## src/core/pcam_regs.vh

```
// Register addresses, field positions and reset values for the counter array mode block
`ifndef PCAM_REGS_VH
`define PCAM_REGS_VH
`define PCAM_ADDR_MODE0    8'hda
`define PCAM_ADDR_MODE1    8'hdb
`define PCAM_ADDR_MODE2    8'hdc
`define PCAM_ADDR_CNT_LOW  8'hf9
`define PCAM_ADDR_CPL0     8'hfb
`define PCAM_ADDR_CPH0     8'hfc
`define PCAM_ADDR_CPL1     8'he9
`define PCAM_ADDR_CPH1     8'hea
`define PCAM_ADDR_CPL2     8'heb
`define PCAM_ADDR_CPH2     8'hec
`define PCAM_BIT_WIDE      7
`define PCAM_BIT_COMP      6
`define PCAM_BIT_RISE      5
`define PCAM_BIT_FALL      4
`define PCAM_BIT_MATCH     3
`define PCAM_BIT_TOGGLE    2
`define PCAM_BIT_PWM       1
`define PCAM_BIT_IRQEN     0
`define PCAM_MODE_RESET    8'h00
`define PCAM_BYTE_RESET    8'h00
`define PCAM_WDOG_MODULE   2
`endif

```

## src/core/pcam_channel.v

```verilog
// One capture/compare channel: mode register, compare, capture and output logic
`timescale 1ns/1ns
`include "pcam_regs.vh"
module pcam_channel
#(
  parameter CW = 16
)
(
  input  wire          mclk_i,
  input  wire          rst_b_i,
  input  wire          ce_i,
  input  wire          mode_we_i,
  input  wire          cpl_we_i,
  input  wire          cph_we_i,
  input  wire [7:0]    wdata_i,
  input  wire          wdog_lock_i,
  input  wire [CW-1:0] counter_i,
  input  wire          cnt_tick_i,
  input  wire          edge_rise_i,
  input  wire          edge_fall_i,
  input  wire          flag_clear_i,
  output wire [7:0]    mode_o,
  output wire [CW-1:0] capcmp_o,
  output wire          flag_o,
  output wire          pin_o
);
  reg  [7:0]    mode;
  reg  [CW-1:0] capcmp;
  reg           flag;
  reg           pin;
  wire       low_match;
  wire       full_match;
  wire       match;
  wire       wide;
  wire       capture;
  reg  [7:0] next_mode;

  assign mode_o     = mode;
  assign capcmp_o   = capcmp;
  assign flag_o     = flag;
  assign pin_o      = pin;
  assign wide       = mode[`PCAM_BIT_WIDE];
  assign low_match  = counter_i[7:0] == capcmp[7:0];
  assign full_match = counter_i == capcmp;
  assign match      = mode[`PCAM_BIT_COMP] & cnt_tick_i & (wide ? full_match : low_match);
  assign capture    = (mode[`PCAM_BIT_RISE] & edge_rise_i) | (mode[`PCAM_BIT_FALL] & edge_fall_i);

  always @*
  begin
    next_mode = mode;
    if (mode_we_i && !wdog_lock_i)  // see RULE12
      next_mode = wdata_i;
    if (cpl_we_i)
      next_mode[`PCAM_BIT_COMP] = 1'b0;  // see RULE10
    if (cph_we_i)
      next_mode[`PCAM_BIT_COMP] = 1'b1;  // see RULE11
  end

  always @(posedge mclk_i or negedge rst_b_i)
  begin
    if (!rst_b_i)
    begin
      mode   <= `PCAM_MODE_RESET;
      capcmp <= {CW{1'b0}};
      flag   <= 1'b0;
      pin    <= 1'b0;
    end
    else if (ce_i)
    begin
      mode <= next_mode;
      if (cpl_we_i)
        capcmp[7:0] <= wdata_i;
      else if (capture)
        capcmp <= counter_i;  // see RULE2
      if (cph_we_i)
        capcmp[CW-1:8] <= wdata_i;
      // Set wins over software clear
      if ((match && mode[`PCAM_BIT_MATCH]) || capture)
        flag <= 1'b1;  // see RULE3 see RULE4 see RULE9
      else if (flag_clear_i)
        flag <= 1'b0;
      if (mode[`PCAM_BIT_PWM] && mode[`PCAM_BIT_COMP] && !mode[`PCAM_BIT_TOGGLE])
      begin
        // High from match until wrap: 8-bit or 16-bit period
        if (match)
          pin <= 1'b1;  // see RULE1 see RULE8
        else if (cnt_tick_i && (wide ? (counter_i == {CW{1'b0}})
                                     : (counter_i[7:0] == 8'h00)))
          pin <= 1'b0;  // see RULE1
      end
      else if (mode[`PCAM_BIT_TOGGLE] && match)
        pin <= ~pin;  // see RULE5
    end
  end
endmodule // pcam_channel

```

## src/core/pcam_top.v

```verilog
// Counter array mode control and counter low byte, three channels
`timescale 1ns/1ns
`include "pcam_regs.vh"
// Behaviour
// RULE1: Modulation runs 8-bit when wide select is 0, 16-bit when 1.
// RULE2: Rise or fall capture enable latches counter on matching input edge.
// RULE3: Match enable sets event flag when counter equals compare value.
// RULE4: Counter match raises the same event flag that captures set.
// RULE5: Toggle enable inverts output pin at each match; with modulation gives frequency output.
// RULE6: Counter low byte reads and writes counter bits 7 to 0.
// RULE7: Writes to counter low byte are ignored while watchdog is enabled.
// RULE8: Modulation enable with comparator enable drives modulated waveform on output pin.
// RULE9: Event flag set by hardware, cleared only by software; interrupt requested while set. The code requests it only while mode bit 0 is also 1.
// RULE10: Writing compare low byte clears comparator enable.
// RULE11: Writing compare high byte sets comparator enable.
// RULE12: With watchdog enabled, channel 2 mode register writes are blocked.
module pcam_top
#(
  parameter NCH = 3,
  parameter CW  = 16
)
(
  input  wire           mclk_i,
  input  wire           rst_b_i,
  input  wire           ce_i,
  input  wire [7:0]     sfr_addr_i,
  input  wire [7:0]     sfr_wdata_i,
  input  wire           sfr_we_i,
  input  wire           sfr_re_i,
  output reg  [7:0]     sfr_rdata_o,
  input  wire           watchdog_enable_i,
  input  wire           cnt_tick_i,
  input  wire [7:0]     cnt_high_i,
  input  wire [NCH-1:0] module_input_i,
  input  wire [NCH-1:0] flag_clear_i,
  output reg  [CW-1:0]  counter_o,
  output reg  [NCH-1:0] module_event_flag_o,
  output reg  [NCH-1:0] module_output_pin_o,
  output reg            array_irq_o
);
  reg  [1:0]     rst_sync;
  wire           rst_b;
  reg  [7:0]     cnt_low;
  reg  [NCH-1:0] in_s1;
  reg  [NCH-1:0] in_s2;
  reg  [NCH-1:0] in_s3;
  reg  [NCH-1:0] in_lvl;
  wire [NCH-1:0] rise;
  wire [NCH-1:0] fall;
  wire [7:0]     mode_w  [0:NCH-1];
  wire [CW-1:0]  cap_w   [0:NCH-1];
  wire [NCH-1:0] flag_w;
  wire [NCH-1:0] pin_w;
  wire [CW-1:0]  counter;
  wire           low_we;
  reg  [7:0]     next_rdata;
  reg            next_irq;
  integer        k;

  assign rst_b   = rst_sync[1];
  assign counter = {cnt_high_i, cnt_low};
  assign low_we  = sfr_we_i && (sfr_addr_i == `PCAM_ADDR_CNT_LOW) && !watchdog_enable_i;  // see RULE7

  always @(posedge mclk_i or negedge rst_b_i)
  begin
    if (!rst_b_i)
      rst_sync <= 2'b00;
    else
      rst_sync <= {rst_sync[0], 1'b1};
  end

  // Input edge detection: change accepted once stages two and three agree
  assign rise = in_s2 & in_s3 & ~in_lvl;
  assign fall = ~in_s2 & ~in_s3 & in_lvl;

  always @(posedge mclk_i or negedge rst_b)
  begin
    if (!rst_b)
    begin
      in_s1  <= {NCH{1'b0}};
      in_s2  <= {NCH{1'b0}};
      in_s3  <= {NCH{1'b0}};
      in_lvl <= {NCH{1'b0}};
    end
    else if (ce_i)
    begin
      in_s1 <= module_input_i;
      in_s2 <= in_s1;
      in_s3 <= in_s2;
      for (k = 0; k < NCH; k = k + 1)
        if (in_s2[k] == in_s3[k])
          in_lvl[k] <= in_s2[k];
    end
  end

  always @(posedge mclk_i or negedge rst_b)
  begin
    if (!rst_b)
      cnt_low <= `PCAM_BYTE_RESET;
    else if (ce_i)
    begin
      if (low_we)
        cnt_low <= sfr_wdata_i;  // see RULE6
      else if (cnt_tick_i)
        cnt_low <= cnt_low + 8'h01;
    end
  end

  genvar g;
  generate
    for (g = 0; g < NCH; g = g + 1)
    begin : g_ch
      wire [31:0] a_mode_full = `PCAM_ADDR_MODE0 + g;
      wire [7:0]  a_mode      = a_mode_full[7:0];
      wire [7:0] a_cpl  = (g == 0) ? `PCAM_ADDR_CPL0 : (g == 1) ? `PCAM_ADDR_CPL1 : `PCAM_ADDR_CPL2;
      wire [7:0] a_cph  = (g == 0) ? `PCAM_ADDR_CPH0 : (g == 1) ? `PCAM_ADDR_CPH1 : `PCAM_ADDR_CPH2;
      pcam_channel #(.CW(CW)) u_ch
      (
        .mclk_i       (mclk_i),
        .rst_b_i      (rst_b),
        .ce_i         (ce_i),
        .mode_we_i    (sfr_we_i && sfr_addr_i == a_mode),
        .cpl_we_i     (sfr_we_i && sfr_addr_i == a_cpl),
        .cph_we_i     (sfr_we_i && sfr_addr_i == a_cph),
        .wdata_i      (sfr_wdata_i),
        .wdog_lock_i  (watchdog_enable_i && g == `PCAM_WDOG_MODULE),  // see RULE12
        .counter_i    (counter),
        .cnt_tick_i   (cnt_tick_i),
        .edge_rise_i  (rise[g]),
        .edge_fall_i  (fall[g]),
        .flag_clear_i (flag_clear_i[g]),
        .mode_o       (mode_w[g]),
        .capcmp_o     (cap_w[g]),
        .flag_o       (flag_w[g]),
        .pin_o        (pin_w[g])
      );
    end
  endgenerate

  always @*
  begin
    next_rdata = 8'h00;
    next_irq   = 1'b0;
    if (sfr_addr_i == `PCAM_ADDR_CNT_LOW)
      next_rdata = cnt_low;  // see RULE6
    for (k = 0; k < NCH; k = k + 1)
    begin
      if (sfr_addr_i == `PCAM_ADDR_MODE0 + k[7:0])
        next_rdata = mode_w[k];
      if (flag_w[k] && mode_w[k][`PCAM_BIT_IRQEN])
        next_irq = 1'b1;  // see RULE9
    end
  end

  always @(posedge mclk_i or negedge rst_b)
  begin
    if (!rst_b)
    begin
      sfr_rdata_o         <= 8'h00;
      counter_o           <= {CW{1'b0}};
      module_event_flag_o <= {NCH{1'b0}};
      module_output_pin_o <= {NCH{1'b0}};
      array_irq_o         <= 1'b0;
    end
    else if (ce_i)
    begin
      if (sfr_re_i)
        sfr_rdata_o <= next_rdata;
      counter_o           <= counter;
      module_event_flag_o <= flag_w;
      module_output_pin_o <= pin_w;
      array_irq_o         <= next_irq;
    end
  end
endmodule // pcam_top

```

## config.mk

```make
export PLATFORM = sky130hd
export DESIGN_NAME = pcam_top
export DESIGN_NICKNAME = d
export VERILOG_FILES = /design/src/core/pcam_channel.v /design/src/core/pcam_top.v
export VERILOG_INCLUDE_DIRS = /design/src /design/src/core
export SDC_FILE = /design/constraint.sdc
export NUM_CORES = 1
export LEC_CHECK = 0
export BUFFER_PORTS_ARGS = -buffer_cell sky130_fd_sc_hd__buf_2
export CORE_MARGIN = 3
export CORE_UTILIZATION = 60
export CTS_CLUSTER_SIZE = 14
export DETAILED_ROUTE_END_ITERATION = 12
export MAX_ROUTING_LAYER = met4
export PLACE_DENSITY_LB_ADDON = 0.15
export RECOVER_POWER = 50
export SLEW_MARGIN = 10
export SYNTH_ARGS = -nofsm -noshare
export SYNTH_HDL_FRONTEND = slang
export SYNTH_SLANG_ARGS = --single-unit
```

## constraint.sdc

```tcl
create_clock -name mclk_i -period 5.16 [get_ports mclk_i]
set_clock_uncertainty 0.1 [all_clocks]
set_input_delay 0.774 -clock mclk_i [delete_from_list [all_inputs] [get_ports mclk_i]]
set_output_delay 0.774 -clock mclk_i [all_outputs]
set_load 0.02 [all_outputs]
```

# Word level (Yosys, flattened, before mapping)
# Index checks and enable logic that the tools add are counted.
totals:
  inputBits: 37
  regBits: 131
classes:
  n_mux: 54
  n_eq_ne: 25
  reduce_logical: 78
  n_bitwise: 25
  n_addsub: 1
ops:
  columns: ["op", "n"]
  rows:
  - ["$mux 8", 15]
  - ["$eq 8x8->1 const B", 10]
  - ["$eq 16x16->1", 3]
  - ["$mux 16", 3]
  - ["$reduce_and 2->1", 17]
  - ["$mux 1", 33]
  - ["$logic_and 1x1->1", 30]
  - ["$reduce_bool 2->1", 13]
  - ["$eq 8x8->1", 3]
  - ["$mux 7", 3]
  - ["$reduce_and 3->1", 6]
  - ["$logic_not 16->1", 1]
  - ["$and 1x1->1", 12]
  - ["$and 3x3->3", 4]
  - ["$ne 3x2->1 const B", 3]
  - ["$not 3->3", 3]
  - ["$reduce_bool 3->1", 3]
  - ["$add 8x1->8 const B", 1]
  - ["$logic_not 8->1", 1]
  - ["$ne 2x2->1 const B", 3]
  - ["$logic_not 1->1", 4]
  - ["$eq 1x1->1", 3]
  - ["$logic_or 1x1->1", 3]
  - ["$not 1->1", 3]
  - ["$or 1x1->1", 3]

# Longest topological paths before layout
depth:
  depth_word: 8
  depth_mapped: 8
  mapped_depth_nobuf: 7

# Cells and area by module
# From an unflattened synthesis, not the netlist that was laid out.
unflattened:
  cells_unflattened: 654
  hier_area_um2: 6995.5
modules_own_cells:
  columns: ["module", "n_inst", "seq_area_each_um2", "cells_per_inst", "area_per_inst_um2"]
  rows:
  - ["pcam_channel", 3, 650.6, 131, 1403.8]
  - ["pcam_top", 1, 1326.3, 261, 2783.9]

# Worst setup path after synthesis
# No wires, ideal clock.
synth_path:
  kind: "input port to flip-flop"
  from: "in sfr_addr_i[1]"
  to: "reg g_ch[2].u_ch.mode[6]"
  cell_stages: 7
  t_required_ps: 4939
  arrival_time_ps: 2202
  setup_time_ps: 121
  path_slack_ps: 2737
  cell_sequence: "buf_2 nor4bb_1 buf_4 nand2_4 nor2_4 mux2_2 a22o_1"
synth_between:
  elab_chain_len: 5
  word_cells_on_any_way: 11
synth_lines:
  columns: ["item", "line", "source"]
  rows:
  - ["start, declared", "pcam_top.v:26", "input wire [7:0] sfr_addr_i,"]
  - ["$eq 8x8->1", "pcam_top.v:122", ".mode_we_i (sfr_we_i && sfr_addr_i == a_mode),"]
  - ["$logic_and 1x1->1", "pcam_top.v:122", null]
  - ["$logic_and 1x1->1", "pcam_channel.v:51", "if (mode_we_i && !wdog_lock_i)"]
  - ["$reduce_bool 3->1 (no source line)", null, null]
  - ["$reduce_and 2->1 (no source line)", null, null]
  - ["end signal, assigned", "pcam_channel.v:63", "mode <= `PCAM_MODE_RESET;"]
  - ["end signal, assigned", "pcam_channel.v:70", "mode <= next_mode;"]
  - ["end, declared", "pcam_channel.v:27", "reg [7:0] mode;"]
# Several ways; a longest one is shown, not always the timed one.
# A chain may end at the register's enable or synchronous reset.

# Worst setup path in the final report
layout_path:
  from: "in ce_i"
  to: "reg g_ch[0].u_ch.capcmp[1]"
layout_between:
  elab_chain_len: 1
layout_lines:
  columns: ["item", "line", "source"]
  rows:
  - ["start, declared", "pcam_top.v:25", "input wire ce_i,"]
  - ["$reduce_and 2->1 (no source line)", null, null]
  - ["end signal, assigned", "pcam_channel.v:64", "capcmp <= {CW{1'b0}};"]
  - ["end signal, assigned", "pcam_channel.v:72", "capcmp[7:0] <= wdata_i;"]
  - ["end signal, assigned", "pcam_channel.v:74", "capcmp <= counter_i;"]
  - ["end, declared", "pcam_channel.v:28", "reg [CW-1:0] capcmp;"]
# No other way between the ends.

==> flow_metrics.py <==
metrics = {
    "cells_and_area": {
        "multiInputGateArea_mm2": 0.00350,
        "fin_nets": 775,
        "drive_gt1_share_pct": 18.0,
        "nFillCells": 850,
        "regArea_mm2": 0.00328,
        "area_growth_pct": 12.6,
        "design_area_mm2": 0.00797,
    },
    "power": {
        "power.net_switching_mw": 0.869,
        "seqPwrFrac_pct": 43.2,
        "p_clk_share_pct": 41.3,
        "totalPowerFinal_mw": 3.06,
        "power.leakage_nw": 3.50,
        "p_comb_share_pct": 15.6,
        "internal-power_mw": 2.19,
        "peakVddDrop_uv": 374,
        "powerDensity_mw_per_mm2": 384,
        "swShare_pct": 28.4,
    },
    "critical_path": {
        "crit_path_start": "ce_i",
        "r2r_start": "rst_sync[1]",
        "crit_type": "input pin to flop",
        "crit_chain": "clkbuf_1, inv_2, a21oi_1, nor2_1, nand2_1, o21ai_0",
        "worst-path-max-fanout": 35,
        "critPathCaptureType": "flop",
        "cp_data_required_time_ns": 5.32,
        "crit_arrival_ns": 3.56,
        "slowest_stage": "clkbuf_1",
        "max_stage_delay_ns": 1.07,
        "setup.worst_path.start_class": "input pin",
    },
    "floorplan": {
        "initial_core_util_pct": 61.7,
        "fp.dieW_um": 115,
        "die_y_um": 115,
        "dieArea_mm2": 0.0131,
        "ios": 68,
        "core-area_mm2": 0.0115,
        "rows": 39,
    },
    "sta": {
        "fin_hold_ws_ns": 0.0207,
        "setup_viol": 0,
        "rsz0062_at_grt": "no",
        "fmaxAchievable_ghz": 0.294,
        "slew_violations": 98,
        "fin_crit_ns": 3.40,
        "worstMarginPinSlew_ns": 2.45,
        "hold_viol": 0,
        "timing.final.crit_share_pct": 65.9,
        "timing.setup.tns_ns": 0,
        "relSlewSlack_pct": -63.1,
    },
    "clock_tree": {
        "tritoncts": "done",
        "htreeDepth": 4,
        "clock-root-buffer": "clkbuf_16",
        "clk_pin_slew_ns": 0.06,
        "hold_buffers": 0,
        "clock_sinks": 131,
        "cts-resized-gates": 0,
        "clk_latency_ns": 0.42,
        "postCtsSetupRepairBufs": 0,
        "numCtsBuffers": 17,
        "clock_path_buffers": 2,
    },
    "route": {
        "drtPass1Iterations": 6,
        "drtIter0Drc": 526,
        "routedWlPerCell_um": 20.6,
        "dr_total_vias": 5549,
        "viasPerCell": 6.26,
        "final_antenna_net_count": 0,
        "wirelength_um": 18300,
        "drc": 0,
    },
    "run_status": {
        "status": "complete, but fails checks",
        "violations": "max-capacitance violations, max-slew violations",
    },
    "synthesis": {
        "netlist_instances": 694,
        "synth_ff_type": "dfrtp_1",
        "avgSynthCellArea_um2": 10.2,
        "synth_cell_types": 60,
        "ys_seq_elements": 131,
        "syn_nets": 739,
        "ys_async_sr_fraction_pct": 100,
        "seq_area_frac_synth_pct": 46.3,
        "synth_area_mm2": 0.00708,
        "yosys_warnings": 0,
        "synth_edf_count": 0,
    },
    "place": {
        "hpwlAfterDp_um": 12300,
        "port-buffer-count": 67,
        "placed_area_mm2": 0.00739,
        "place_congestion": 0.886,
    },
    "hold_path": {
        "min_path_type": "input pin to asynchronous set/reset pin",
    },
    "grt": {
        "grt_antenna_before_repair": 1,
        "track_usage_pct": 30.4,
        "first_global_vias": 5576,
        "grt-ovfl-total": 0,
        "grt_max_degree": 70,
        "grt_pass1_wl_um": 29700,
    },
    "job": {
        "drv_cap": 2,
    },
}
## per-layer routing
metal	wire (um)	GRT usage, %	part of all wire (%)	vias up
li1	-	-	-	2536
met1	7660	40.6	42	2724
met2	8660	46.3	47	246
met3	1550	7.51	8.5	43
met4	400	9.34	2.2	0
met5	0	-	0	-
## power groups by stage
stage	clock network, mW	logic, mW	registers (mW)
2_1_floorplan	0	0.380	1.28
3_3_place_gp	0	0.455	1.32
3_5_place_dp	0	0.475	1.33
4_1_cts	1.27	0.484	1.32
5_1_grt	1.32	0.533	1.34
6_report	1.26	0.476	1.32
## through the flow
| stage | util [%] | setup slack, ns | std cells |
|---|---|---|---|
| finish | 69.5 | 1.76 | 887 |
| global route | 69.5 | 1.47 | 887 |
| CTS | 69.9 | 2.55 | 886 |
| detailed placement | 64.5 | 2.14 | 854 |
| global placement | 64.5 | 2.17 | 854 |
| floorplan | - | 1.14 | 694 |
## worst max-delay path, delay by kind of cell
family / cells / cell delay [ns]
simple gates: 2 / 0.51
buf+inv: 2 / 1.57
compound gates: 2 / 0.70
## cells in the mapped netlist (6+ instances only)
cell	n	share of area (%)
dfrtp_1	131	46
a21oi_1	80	5.7
nor2_1	73	3.9
mux2_2	47	7.5
mux2i_1	45	6.4
xnor2_1	40	4.9
nand2_1	38	2.0
o21ai_0	33	2.3
clkbuf_1	25	1.3
nand3_1	18	1.3
buf_2	16	1.1
a22o_1	14	1.7
inv_1	14	0.74
nand4_1	13	1.1
o22ai_1	11	0.97
ha_1	8	1.4
xor2_1	8	0.99
buf_1	6	0.32
buf_4	6	0.64
## placed cells by master, fill, tap and decap left out, drive strengths merged, types with 3 or more instances in the layout
| cell | n |
|---|---|
| clkbuf | 57 |
| dfrtp | 131 |
| bufinv | 3 |
| nand4b | 3 |
| ha | 8 |
| a21oi | 80 |
| inv | 15 |
| clkinvlp | 3 |
| mux2i | 45 |
| and4b | 3 |
| mux2 | 47 |
| o22ai | 13 |
| nor3 | 10 |
| xnor2 | 40 |
| nand3 | 18 |
| o31ai | 4 |
| buf | 39 |
| o21ai | 35 |
| xor2 | 8 |
| nand4 | 14 |
| nand2 | 39 |
| a22o | 14 |
| nor2 | 74 |
| and3 | 3 |
| nor4 | 4 |
## state kept, by name (all words and copies together), names as in the netlist
name / flops
g_ch.u_ch.capcmp_o: 48
g_ch.u_ch.mode_o: 24
counter_o: 16
cnt_low: 8
sfr_rdata_o: 8
g_ch.u_ch.flag_o: 3
g_ch.u_ch.pin_o: 3
in_lvl: 3
in_s1: 3
in_s2: 3
in_s3: 3
module_event_flag_o: 3
module_output_pin_o: 3
rst_sync: 2
array_irq_o: 1
## logic make-up after synthesis
family / synth area share (%)
compound gates: 14.3
simple gates: 13.8
other cells: 0.0530
mux: 13.8
flops: 46.3
xor+xnor: 5.94
buf+inv: 4.35
fa+ha+maj: 1.41
## worst paths after layout
check                                           endpoint  slack, ns  cells past startpoint
worst min register to register               rst_sync[1]       0.25                      0
worst max-delay path            g_ch[0].u_ch.capcmp_o[1]       1.76                      6
max in group asynchronous       g_ch[1].u_ch.capcmp_o[1]       2.08                      1
min in group mclk_i                          rst_sync[1]       0.25                      0
worst max register to register  g_ch[1].u_ch.capcmp_o[1]       2.08                      1
worst min-delay path                         rst_sync[1]       0.02                      1
## area by class of cell
cell class                      count  share of cell area, %
Clock buffer                       24                   6.29
Antenna cell                        1                 0.0314
Sequential cell                   131                   41.1
Timing Repair Buffer               72                   4.16
Multi-Input combinational cell    493                   43.9
Clock inverter                      8                   1.54
Inverter                           15                  0.706
Tap cell                          143                   2.24
Power figures use the tool's default switching activity.
